[src/pkg/tqs_pkg.sv]
// constants and types shared by the transmit queue ratio scheduler
package tqs_pkg;

  // ------------------------------------------------------------------
  // register map (byte addresses on the host interface)
  // ------------------------------------------------------------------
  localparam logic [11:0] TQS_P2_HI_OFS = 12'h0cc;
  localparam logic [11:0] TQS_P2_LO_OFS = 12'h0ce;
  localparam logic [11:0] TQS_P3_HI_OFS = 12'h0d0;
  localparam logic [11:0] TQS_P3_LO_OFS = 12'h0d2;

  // ------------------------------------------------------------------
  // field layout, same in the high and the low register of a pair
  // ------------------------------------------------------------------
  localparam int TQS_LOW_CTRL_BIT = 7;
  localparam int TQS_LOW_RATIO_LSB = 0;
  localparam int TQS_HIGH_CTRL_BIT = 15;
  localparam int TQS_HIGH_RATIO_LSB = 8;
  localparam int TQS_RATIO_W = 7;
  localparam int TQS_NUM_PORTS = 2;
  localparam int TQS_NUM_Q = 4;
  localparam int TQS_NUM_REGS = 4;

  // ------------------------------------------------------------------
  // reset values
  // ------------------------------------------------------------------
  localparam logic [6:0] TQS_Q3_RATIO_RST = 7'h08;
  localparam logic [6:0] TQS_Q2_RATIO_RST = 7'h04;
  localparam logic [6:0] TQS_Q1_RATIO_RST = 7'h02;
  localparam logic [6:0] TQS_Q0_RATIO_RST = 7'h01;
  localparam logic TQS_CTRL_RST = 1'b1;
  localparam logic [15:0] TQS_HI_RST = {TQS_CTRL_RST, TQS_Q2_RATIO_RST,
                                        TQS_CTRL_RST, TQS_Q3_RATIO_RST};
  localparam logic [15:0] TQS_LO_RST = {TQS_CTRL_RST, TQS_Q0_RATIO_RST,
                                        TQS_CTRL_RST, TQS_Q1_RATIO_RST};
  localparam logic [3:0][6:0] TQS_ALLOW_RST = {TQS_Q3_RATIO_RST, TQS_Q2_RATIO_RST,
                                               TQS_Q1_RATIO_RST, TQS_Q0_RATIO_RST};

  // ------------------------------------------------------------------
  // timing
  // ------------------------------------------------------------------
  localparam int TQS_CLK_PERIOD_PS = 5000;
  localparam int TQS_SCHED_PERIOD_US = 10;
  localparam int TQS_PERIOD_CYC = (TQS_SCHED_PERIOD_US * 1000000) / TQS_CLK_PERIOD_PS;
  localparam int TQS_PCNT_W = 11;
  localparam logic [10:0] TQS_PCNT_LAST = 11'(TQS_PERIOD_CYC - 1);

  typedef enum logic {TQS_RUN, TQS_HOLD} tqs_sched_e;

endpackage

[src/pkg/tqs_sched_if.sv]
// signals between the register side and one port's queue scheduler
`timescale 1ns/10ps
interface tqs_sched_if;
  logic [15:0] hi_cfg;
  logic [15:0] lo_cfg;
  logic period_tick;
  logic [3:0] q_pending;
  logic take;
  logic sel_valid;
  logic [1:0] sel_queue;

  modport ctrl (
    output hi_cfg,
    output lo_cfg,
    output period_tick,
    output q_pending,
    output take,
    input sel_valid,
    input sel_queue
  );

  modport sched (
    input hi_cfg,
    input lo_cfg,
    input period_tick,
    input q_pending,
    input take,
    output sel_valid,
    output sel_queue
  );
endinterface

[src/hdl/tqs_sched_top.sv]
// transmit queue ratio registers and egress schedulers for ports 2 and 3
//
// Contract
// - queue 3 strict: drain it before lower queues
// - queue 3 ratio: low-field count per period
// - queue 2 strict: drain before lower queues
// - queue 2 ratio: high-field count per period
// - queue 1 strict: send before queue 0
// - queue 0 strict: served only after higher queues
// - queues 0/1 ratio: capped by their fields
// - reset ratios: queue 3 0x08, queue 2 0x04
// - reset ratios: queue 1 0x02, queue 0 0x01
// - all control bits reset to ratio mode
// - each port: two independent 16-bit RW registers
`timescale 1ns/10ps
module tqs_sched_top
  import tqs_pkg::*;
(
  input wire logic clk,
  input wire logic reset_n,
  input wire logic [11:0] reg_addr,
  input wire logic reg_wr,
  input wire logic reg_rd,
  input wire logic [1:0] reg_be,
  input wire logic [15:0] reg_wdata,
  output logic [15:0] reg_rdata,
  input wire logic [1:0][3:0] q_pending,
  input wire logic [1:0] take,
  output logic [1:0] sel_valid,
  output logic [1:0][1:0] sel_queue
);

  // ------------------------------------------------------------------
  // state
  // ------------------------------------------------------------------
  // cfg[0]/cfg[1] are port 2 high/low, cfg[2]/cfg[3] port 3 high/low
  typedef struct packed {
    logic [3:0][15:0] cfg;
    logic [15:0] rdata;
    logic [10:0] period_cnt;
    logic period_tick;
  } tqs_main_s;

  tqs_main_s r;
  tqs_main_s next_r;
  logic hit;
  logic [1:0] hit_idx;

  // ------------------------------------------------------------------
  // address decode
  // ------------------------------------------------------------------
  // bit 0 is ignored so an 8-bit host reaches the upper byte with be[1]
  always_comb begin
    hit = 1'b1;
    hit_idx = 2'h0;
    case ({reg_addr[11:1], 1'b0})
      TQS_P2_HI_OFS: begin
        hit_idx = 2'h0;
      end
      TQS_P2_LO_OFS: begin
        hit_idx = 2'h1;
      end
      TQS_P3_HI_OFS: begin
        hit_idx = 2'h2;
      end
      TQS_P3_LO_OFS: begin
        hit_idx = 2'h3;
      end
      default: begin
        hit = 1'b0;
      end
    endcase
  end

  // ------------------------------------------------------------------
  // next state
  // ------------------------------------------------------------------
  always_comb begin
    next_r = r;
    if (reg_wr && hit) begin
      if (reg_be[0]) begin
        next_r.cfg[hit_idx][7:0] = reg_wdata[7:0];
      end
      if (reg_be[1]) begin
        next_r.cfg[hit_idx][15:8] = reg_wdata[15:8];
      end
    end
    // unmapped reads answer zero; the word holds until the next read
    if (reg_rd) begin
      next_r.rdata = hit ? r.cfg[hit_idx] : 16'h0000;
    end
    // free-running period so every port sees the same boundary
    if (r.period_cnt == TQS_PCNT_LAST) begin
      next_r.period_cnt = 11'h000;
      next_r.period_tick = 1'b1;
    end else begin
      next_r.period_cnt = r.period_cnt + 11'h001;
      next_r.period_tick = 1'b0;
    end
  end

  always_ff @(posedge clk) begin
    if (!reset_n) begin
      r.cfg[0] <= TQS_HI_RST;
      r.cfg[1] <= TQS_LO_RST;
      r.cfg[2] <= TQS_HI_RST;
      r.cfg[3] <= TQS_LO_RST;
      r.rdata <= 16'h0000;
      r.period_cnt <= 11'h000;
      r.period_tick <= 1'b0;
    end else begin
      r <= next_r;
    end
  end

  assign reg_rdata = r.rdata;

  // ------------------------------------------------------------------
  // per-port schedulers
  // ------------------------------------------------------------------
  tqs_sched_if sif [TQS_NUM_PORTS] ();

  for (genvar p = 0; p < TQS_NUM_PORTS; p++) begin : g_port
    assign sif[p].hi_cfg = r.cfg[2 * p];
    assign sif[p].lo_cfg = r.cfg[2 * p + 1];
    assign sif[p].period_tick = r.period_tick;
    assign sif[p].q_pending = q_pending[p];
    assign sif[p].take = take[p];
    assign sel_valid[p] = sif[p].sel_valid;
    assign sel_queue[p] = sif[p].sel_queue;

    tqs_port_sched u_sched (
      .clk(clk),
      .reset_n(reset_n),
      .sif(sif[p])
    );
  end

  // high in the first cycle after reset is released
  logic rst_seen;
  always_ff @(posedge clk) begin
    rst_seen <= !reset_n;
  end
endmodule

[src/hdl/tqs_port_sched.sv]
// per-port four-queue strict/ratio egress selector
`timescale 1ns/10ps
module tqs_port_sched
  import tqs_pkg::*;
(
  input wire logic clk,
  input wire logic reset_n,
  tqs_sched_if.sched sif
);

  typedef struct packed {
    logic [3:0][6:0] allow;
    logic sel_valid;
    logic [1:0] sel_queue;
    tqs_sched_e st;
  } tqs_port_s;

  tqs_port_s r;
  tqs_port_s next_r;
  logic [3:0] ratio_on;
  logic [3:0][6:0] ratio_val;
  logic [3:0] eligible;

  // index 3 is the highest priority queue
  assign ratio_on = {sif.hi_cfg[TQS_LOW_CTRL_BIT], sif.hi_cfg[TQS_HIGH_CTRL_BIT],
                     sif.lo_cfg[TQS_LOW_CTRL_BIT], sif.lo_cfg[TQS_HIGH_CTRL_BIT]};
  assign ratio_val = {sif.hi_cfg[TQS_LOW_RATIO_LSB +: TQS_RATIO_W],
                      sif.hi_cfg[TQS_HIGH_RATIO_LSB +: TQS_RATIO_W],
                      sif.lo_cfg[TQS_LOW_RATIO_LSB +: TQS_RATIO_W],
                      sif.lo_cfg[TQS_HIGH_RATIO_LSB +: TQS_RATIO_W]};

  always_comb begin
    next_r = r;
    if (sif.period_tick) begin
      next_r.allow = ratio_val;
    end
    // a take in the tick cycle is charged to the fresh period
    if (sif.take && r.sel_valid && ratio_on[r.sel_queue]) begin
      if (next_r.allow[r.sel_queue] != 7'h00) begin
        next_r.allow[r.sel_queue] = next_r.allow[r.sel_queue] - 7'h01;
      end
    end
    for (int q = 0; q < TQS_NUM_Q; q++) begin
      // strict queues are eligible whenever pending, ratio queues only when pending with allowance left
      eligible[q] = sif.q_pending[q] && (!ratio_on[q] || next_r.allow[q] != 7'h00);
    end
    next_r.sel_queue = r.sel_queue;
    for (int q = 0; q < TQS_NUM_Q; q++) begin
      if (eligible[q]) begin
        next_r.sel_queue = 2'(q);
      end
    end
    next_r.sel_valid = |eligible;
    case (r.st)
      TQS_RUN: begin
        if (|sif.q_pending && !(|eligible)) begin
          next_r.st = TQS_HOLD;
        end
      end
      TQS_HOLD: begin
        if (|eligible || !(|sif.q_pending)) begin
          next_r.st = TQS_RUN;
        end
      end
      default: begin
        next_r.st = TQS_RUN;
      end
    endcase
  end

  always_ff @(posedge clk) begin
    if (!reset_n) begin
      r.allow <= TQS_ALLOW_RST;
      r.sel_valid <= 1'b0;
      r.sel_queue <= 2'h0;
      r.st <= TQS_RUN;
    end else begin
      r <= next_r;
    end
  end

  assign sif.sel_valid = r.sel_valid;
  assign sif.sel_queue = r.sel_queue;
endmodule

[config.mk]
export PLATFORM = sky130hd
export DESIGN_NAME = tqs_sched_top
export DESIGN_NICKNAME = d
export VERILOG_FILES = /design/src/pkg/tqs_pkg.sv /design/src/pkg/tqs_sched_if.sv /design/src/hdl/tqs_sched_top.sv /design/src/hdl/tqs_port_sched.sv
export SDC_FILE = /design/constraint.sdc
export NUM_CORES = 1
export LEC_CHECK = 0
export ABC_CLOCK_PERIOD_IN_PS = 4160
export BUFFER_PORTS_ARGS = -buffer_cell sky130_fd_sc_hd__clkbuf_2
export CORE_AREA = 10 10 160 147
export DETAILED_ROUTE_END_ITERATION = 7
export DIE_AREA = 0 0 170 157
export HOLD_SLACK_MARGIN = 0.03
export PLACE_DENSITY = 0.61
export SLEW_MARGIN = 5
export SYNTH_ARGS = -nofsm -noshare
export SYNTH_HDL_FRONTEND = slang
export SYNTH_SLANG_ARGS = --single-unit
export TNS_END_PERCENT = 20
[constraint.sdc]
create_clock -name clk -period 4.16 [get_ports clk]
set_clock_uncertainty 0.1 [all_clocks]
set_input_delay 0.624 -clock clk [delete_from_list [all_inputs] [get_ports clk]]
set_output_delay 0.624 -clock clk [all_outputs]
set_load 0.02 [all_outputs]
==> results by group, run 1 <==
Worst hold path
  • Worst Hold Depth: 1
  • Hold Path Class: reg2reg

Floorplanning
  • Die Area: approximately 27000 µm²
  • Die span in y: 157 µm
  • Row count: 50
  • Die width: 170 µm
  • Initial Utilization: 0.427
  • Ports: 66
  • Core box area: 20300 µm²

Drt
  • Vias post-DR: between 7000 and 8000
  • DR WL/cell: 18.8 µm
  • ANT nets after route: 0
  • Detailed-route DRC error count: 0
  • Drt first pass iters: 5
  • WL final: 25000 µm
  • Initial drt markers: 681
  • Via/cell ratio: 5.72

Clocking
  • CTS tree: built
  • Post-CTS setup repair buffer count: 0
  • CTS root buf: clkbuf_16
  • H-tree levels: 4
  • CTS resizes: 0
  • Clock transition at path regs: around 0.070 ns
  • Clock Latency Late Sink: roughly 0.43 ns
  • Num Clock Sinks: 154
  • Post-CTS Hold Buffers: 0
  • CTS buffer count: 17
  • Largest buffer count on any clock path: 2

STA
  • Fmax: roughly 260 MHz
  • Pins Over Slew Limit: 0
  • Worst slew pin tran: 1.02 ns
  • WHS: 0.351 ns
  • # setup viols final: 0
  • Fin. Hold Viols: 0
  • Relative slew slack: 0.318
  • Fin worst setup slack: 0.342 ns
  • Fin crit share: 0.918
  • Final Critical Period: 3.82 ns
  • Sum Neg Setup Slack: 0 ns
  • RSZ-0062 raised after global routing: false

Final layout
  • Finished Layout Cells: 1327
  • Share of layout cells above drive strength 1: 0.161
  • Nets: 1103
  • Antenna Cells: 0
  • Cell area after layout: about 10000 µm²
  • Layout Utilization: 0.479
  • Area Overhead vs Synth: 12.2%

Yosys
  • Synth area leader: dfxtp_1
  • Largest cells by area after synthesis: dfxtp_1 36%, mux2i_1 12%, nand2_1 6.3%, a211oi_1 6.0%, nor2_1 4.5%
  • Sequential area share after synthesis: 0.355
  • Synth Flop Type: dfxtp_1
  • Average cell area after synthesis: 8.55 µm²
  • Netlist Area Pre-Place: 8670 µm²
  • Distinct cells, synth: 73
  • Synth warnings: 0
  • Count leader, synth: dfxtp_1
  • Cells after Synth: 1014
  • #FFs+latches synth: approximately 150
  • Post-synth EDFFs: 0
  • FFs w/ async S/R, synth: 0
  • Top cells by count, synth: 154 x dfxtp_1, 146 x nand2_1, 107 x mux2i_1
  • Synth top area share: 0.355
  • Mapped Nets: 1063

Pwr
  • Pwr Total: ~3.7 mW
  • PD cells: 376 nW/µm²
  • Maximum VDD drop: 0.234 mV
  • Cell leakage power: between 3 and 4 nW

Global routing
  • First-pass GRT wire length: a little under 40000 µm
  • Gr usage total: 0.186
  • Initial antenna violation count: 0
  • GRT overflow: 0
  • Largest net degree at the start of global routing: 68
  • Vias in the first global route: about 7000

Status
  • Status: complete, no violations

Placement
  • Pre-CTS WS: 0.442 ns
  • Post-placement cell area: 9140 µm²
  • Port-buffer cells: 64
  • Hpwl dp: approximately 19000 µm
  • Placer Congestion: 0.919
  • Placed insts: 1295

Worst setup path
  • CP Max Fanout: 48
  • CP startpoint kind: register
  • Arrival @ worst endpoint: 3.99 ns
  • Worst Setup End Kind: register
  • Critical Path RT: approximately 4.3 ns
  • WS Path Type: reg2reg
  • R2R depth: 13

Flow run
  • Max cap viols: 0
-- worst paths after layout --
kind	from	to	slack [ns]
worst max-delay path	sif[0].period_tick	g_port[0].u_sched.sif.sel_valid	0.34
worst min-delay path	r[1]	r[1]	0.35
worst max register to register	sif[0].period_tick	g_port[0].u_sched.sif.sel_valid	0.34
worst min register to register	r[1]	r[1]	0.35
-- critical path, cell delays in order (launching register included) --
cell and delay, ns:
dfxtp_4 0.80, mux2i_1 0.23, a22oi_1 0.27, o211a_1 0.28, inv_1 0.15, ha_1 0.33
inv_1 0.18, nor2_1 0.06, a22oi_1 0.21, xnor2_1 0.15, and4bb_1 0.26, nand4b_1 0.14
a211oi_1 0.36, a31oi_1 0.13
-- layer usage --
metal  routed length (µm)  vias up  GRT usage  part of all wire
met3                 2110       22     0.0518             0.085
met2                10500      255      0.267              0.42
met5                    0        -          0                 0
met4                  254        0     0.0438             0.010
li1                     -     3718          -                 -
met1                12100     3602      0.268              0.49
-- where the power goes --
part	switching (mW)	internal [mW]
clock	0.666	0.894
sequential	0.0316	1.51
combinational	0.345	0.217
total	1.04	2.62
-- layout make-up --
cell class	instances	area, µm²
fillers	1972	10600
multi-input cells	764	5080
flip-flops and latches	154	3090
repair buffers	99	583
clock buffers	17	425
well taps	260	325
clock inverters	15	166
inverters	18	68.8
-- kinds of logic after synthesis --
| kind of cell | count (synthesis) | share of synthesized area |
|---|---|---|
| and+or+nand+nor | 422 | 0.236 |
| adders and majority gates | 5 | 0.00721 |
| muxes | 129 | 0.173 |
| buffers and inverters | 96 | 0.0593 |
| DFF | 154 | 0.355 |
| xor gates and xnor gates | 18 | 0.0190 |
| AOI/OAI and AO/OA | 190 | 0.150 |
-- sequential cells by signal (all words and copies together) (netlist names) --
register and flops:
g_port.u_sched.r 56, sif.hi_cfg 32, sif.lo_cfg 32, reg_rdata 16
r 11, g_port.u_sched.sif.sel_queue 4, g_port.u_sched.sif.sel_valid 2, sif.period_tick 1
-- cell usage in the layout, fill, tap and decap left out, types with 5 or more instances in the layout --
| cell type | count |
|---|---|
| nand4_1 | 8 |
| ha_1 | 5 |
| o211ai_1 | 7 |
| a211oi_1 | 69 |
| nor2_1 | 104 |
| clkbuf_2 | 64 |
| nand2b_1 | 5 |
| and2_1 | 6 |
| mux4_2 | 16 |
| mux2i_1 | 107 |
| buf_4 | 35 |
| nor4_1 | 12 |
| xnor2_1 | 12 |
| nand2_1 | 146 |
| clkinv_4 | 5 |
| xor2_1 | 5 |
| and3_1 | 16 |
| o21ai_0 | 12 |
| dfxtp_1 | 153 |
| a21oi_1 | 58 |
| nor3b_1 | 5 |
| nand3_1 | 27 |
| nor2b_1 | 38 |
| or4_1 | 6 |
| inv_1 | 15 |
| nor3_1 | 27 |
| mux2_2 | 5 |
| clkbuf_16 | 17 |
No activity file was read; power rests on OpenSTA's default activity.
==> run 2, diff against run 1 <==
--- a/config.mk
+++ b/config.mk
@@ -7,11 +7,11 @@
 export LEC_CHECK = 0
 export ABC_CLOCK_PERIOD_IN_PS = 4160
 export BUFFER_PORTS_ARGS = -buffer_cell sky130_fd_sc_hd__clkbuf_2
-export CORE_AREA = 10 10 160 147
+export CORE_AREA = 10 10 191 175
 export DETAILED_ROUTE_END_ITERATION = 7
-export DIE_AREA = 0 0 170 157
+export DIE_AREA = 0 0 201 185
 export HOLD_SLACK_MARGIN = 0.03
-export PLACE_DENSITY = 0.61
+export PLACE_DENSITY = 0.45
 export SLEW_MARGIN = 5
 export SYNTH_ARGS = -nofsm -noshare
 export SYNTH_HDL_FRONTEND = slang
==> run 2 against run 1 <==
Effect of this change: clock power increased by 6%; combinational power increased by 7.3%; largest cell class unchanged; highest routed layer unchanged; via count decreased by 0.96%; critical path type unchanged; register-to-register slack improved by 0.15 ns; wire length increased by 13%; worst setup slack improved by 0.15 ns; sequential cell count unchanged; count of clock-buffer cells in the layout increased by 3.
==> results by group, run 2 (synthesized netlist as in run 1, its figures left out) <==
Status
  • Status: complete, no violations (unchanged)

Drt
  • DR WL/cell: 19.0 µm (was 18.8 µm)
  • Met2 Routed Length: 11600 µm (was 10500 µm)
  • Highest metal used: met4 (unchanged)
  • Routed met3 length: 1690 µm (was 2110 µm)
  • WL final: 28200 µm (was 25000 µm)
  • Drt first pass iters: 5 (unchanged)
  • ANT nets after route: 0 (unchanged)
  • Initial drt markers: 491 (was 681)
  • Detailed-route DRC error count: 0 (unchanged)
  • Via/cell ratio: 5.08 (was 5.72)
  • WL met1: 14600 µm (was 12100 µm)
  • Vias post-DR: 7524 (was 7597)

Final layout
  • Share of layout cells above drive strength 1: 0.168 (was 0.161)
  • Most flop-heavy register: g_port.u_sched.r (unchanged)
  • Most frequent cells in the layout: 153 x dfxtp_1, 146 x nand2_1, 107 x mux2i_1 (unchanged)
  • Commonest non-fill, non-tap cell in the layout: dfxtp_1 (unchanged)
  • Max reg flops: 56 (unchanged)
  • Layout Utilization: 0.341 (was 0.479)
  • Antenna Cells: 0 (unchanged)
  • Area Overhead vs Synth: 15.8% (was 12.2%)
  • Nets: 1114 (was 1103)

Worst setup path
  • CP startpoint kind: register (unchanged)
  • CP Max Fanout: 36 (was 48)
  • WS Path Type: reg2reg (unchanged)
  • Crit-path slowest cell: dfxtp_4 (unchanged)
  • Arrival @ worst endpoint: 3.92 ns (was 3.99 ns)
  • Reg-to-Reg Start: sif[0].period_tick (unchanged)
  • Crit. Startpoint: sif[0].period_tick (unchanged)
  • FF-to-FF setup slack: 0.49 ns (was 0.34 ns)
  • Critical register-to-register path endpoint: g_port[1].u_sched.sif.sel_queue[0] (was g_port[0].u_sched.sif.sel_valid)
  • Worst setup path endpoint: g_port[1].u_sched.sif.sel_queue[0] (was g_port[0].u_sched.sif.sel_valid)
  • R2R depth: 13 (unchanged)
  • Worst Setup End Kind: register (unchanged)
  • Crit path cell chain: buf_12, mux2i_1, inv_1, mux4_2, inv_1, ha_1, nand2_1, nor3_2, or4_1, buf_12, a31o_1, o22ai_1, a21oi_1 (was mux2i_1, a22oi_1, o211a_1, inv_1, ha_1, inv_1, nor2_1, a22oi_1, xnor2_1, and4bb_1, nand4b_1, a211oi_1, a31oi_1)
  • Crit-path max cell delay: 0.53 ns (was 0.80 ns)
  • Critical Path RT: 4.41 ns (was 4.33 ns)

Clocking
  • H-tree levels: 4 (unchanged)
  • Num Clock Sinks: 154 (unchanged)
  • Clock transition at path regs: 0.07 ns (about the same)
  • Post-CTS Hold Buffers: 0 (unchanged)
  • CTS tree: built (unchanged)
  • CTS buffer count: 17 (unchanged)
  • Largest buffer count on any clock path: 2 (unchanged)
  • Post-CTS setup repair buffer count: 0 (unchanged)
  • CTS root buf: clkbuf_16 (unchanged)
  • Clock Latency Late Sink: 0.44 ns (was 0.43 ns)
  • CTS resizes: 0 (unchanged)

STA
  • Pins Over Slew Limit: 0 (unchanged)
  • Sum Neg Setup Slack: 0 ns (unchanged)
  • Fin crit share: 0.881 (was 0.918)
  • Worst slew pin tran: 0.958 ns (was 1.02 ns)
  • Fin worst setup slack: 0.495 ns (was 0.342 ns)
  • Final Critical Period: 3.67 ns (was 3.82 ns)
  • Relative slew slack: 0.356 (was 0.318)
  • Fin. Hold Viols: 0 (unchanged)
  • RSZ-0062 raised after global routing: false (unchanged)
  • # setup viols final: 0 (unchanged)
  • Fmax: 273 MHz (was 262 MHz)

Worst hold path
  • Hold Path Class: reg2reg (unchanged)
  • Hold Startpoint: r[1] (unchanged)

Pwr
  • PD cells: 378 nW/µm² (was 376 nW/µm²)
  • Pwr Total: 3.80 mW (was 3.66 mW)
  • Cell leakage power: 3.84 nW (was 3.76 nW)
  • Sw Ratio: 0.275 (was 0.285)
  • Clock power frac: 0.438 (was 0.426)
  • Combinational group share of total power: 0.159 (was 0.154)
  • Net Switching: 1.04 mW (about the same)
  • Register share of total power: 0.403 (was 0.420)
  • Pint: 2.76 mW (was 2.62 mW)
  • Maximum VDD drop: 0.317 mV (was 0.234 mV)

Global routing
  • Gr usage total: 0.152 (was 0.186)
  • Vias in the first global route: 7336 (was 7033)
  • First-pass GRT wire length: 43800 µm (was 39300 µm)
  • Initial antenna violation count: 0 (unchanged)
  • Largest net degree at the start of global routing: 56 (was 68)
  • GRT overflow: 0 (unchanged)

Placement
  • Placer Congestion: 0.844 (was 0.919)
  • Hpwl dp: 21600 µm (was 18900 µm)
  • Port-buffer cells: 64 (unchanged)
  • Pre-CTS WS: 0.561 ns (was 0.442 ns)

Floorplanning
  • Die span in y: 185 µm (was 157 µm)
  • Row count: 60 (was 50)
  • Die width: 201 µm (was 170 µm)
  • Initial Utilization: 0.294 (was 0.427)
  • Core box area: 29500 µm² (was 20300 µm²)
  • Ports: 66 (unchanged)
  • Die Area: 37200 µm² (was 26700 µm²)

Flow run
  • Max cap viols: 0 (unchanged)
## run 2: area by class of cell
cell class / count / area (µm²)
Tap cell: 403 / 504
Fill cell: 3133 / 19500
Sequential cell: 154 / 3090
Timing Repair Buffer: 110 / 691
Inverter: 18 / 68.8
Clock inverter: 12 / 171
Clock buffer: 20 / 447
Multi-Input combinational cell: 764 / 5080
## run 2: metrics by stage
stage / cell area (µm²) / hold WS (ns) / cells
after floorplan: 8670 / 0.318 / 1014
after global placement: 9430 / 0.334 / 1449
after detailed placement: 9430 / 0.337 / 1449
after CTS: 10000 / 0.346 / 1481
after global routing: 10000 / 0.370 / 1481
final: 10000 / 0.346 / 1481
## run 2: worst min-delay path by stage
stage / end / slack (ns) / cells after the start
global route: r[1] / 0.37 / 1
detailed placement: r[1] / 0.34 / 1
finish: r[1] / 0.35 / 1
global placement: r[1] / 0.33 / 1
floorplan: r[1] / 0.32 / 1
CTS: sif[1].hi_cfg[3] / 0.35 / 3
## run 2: worst max-delay path: cells and delay by family (launching register included)
kind | cells | cell delay [ns]
multiplexers | 2 | 0.92
buffers and inverters | 4 | 0.73
AND/OR/NAND/NOR | 3 | 0.69
flip-flops | 1 | 0.53
AO/OA/AOI/OAI | 3 | 0.41
adder cells (fa/ha/maj) | 1 | 0.18
## run 2: per-layer routing
metal  vias to the layer above  global-route usage
met3                        24              0.0351
met2                       191               0.220
met4                         0              0.0415
met5                         -                   0
li1                       3740                   -
met1                      3569               0.219
## run 2: power by group through the flow
| stage | clock network (mW) | logic, mW | registers, mW |
|---|---|---|---|
| after floorplan | 0 | 0.398 | 1.55 |
| after global placement | 0 | 0.599 | 1.57 |
| after detailed placement | 0 | 0.598 | 1.57 |
| after CTS | 1.70 | 0.600 | 1.53 |
| after global routing | 1.76 | 0.665 | 1.54 |
| final | 1.66 | 0.603 | 1.53 |
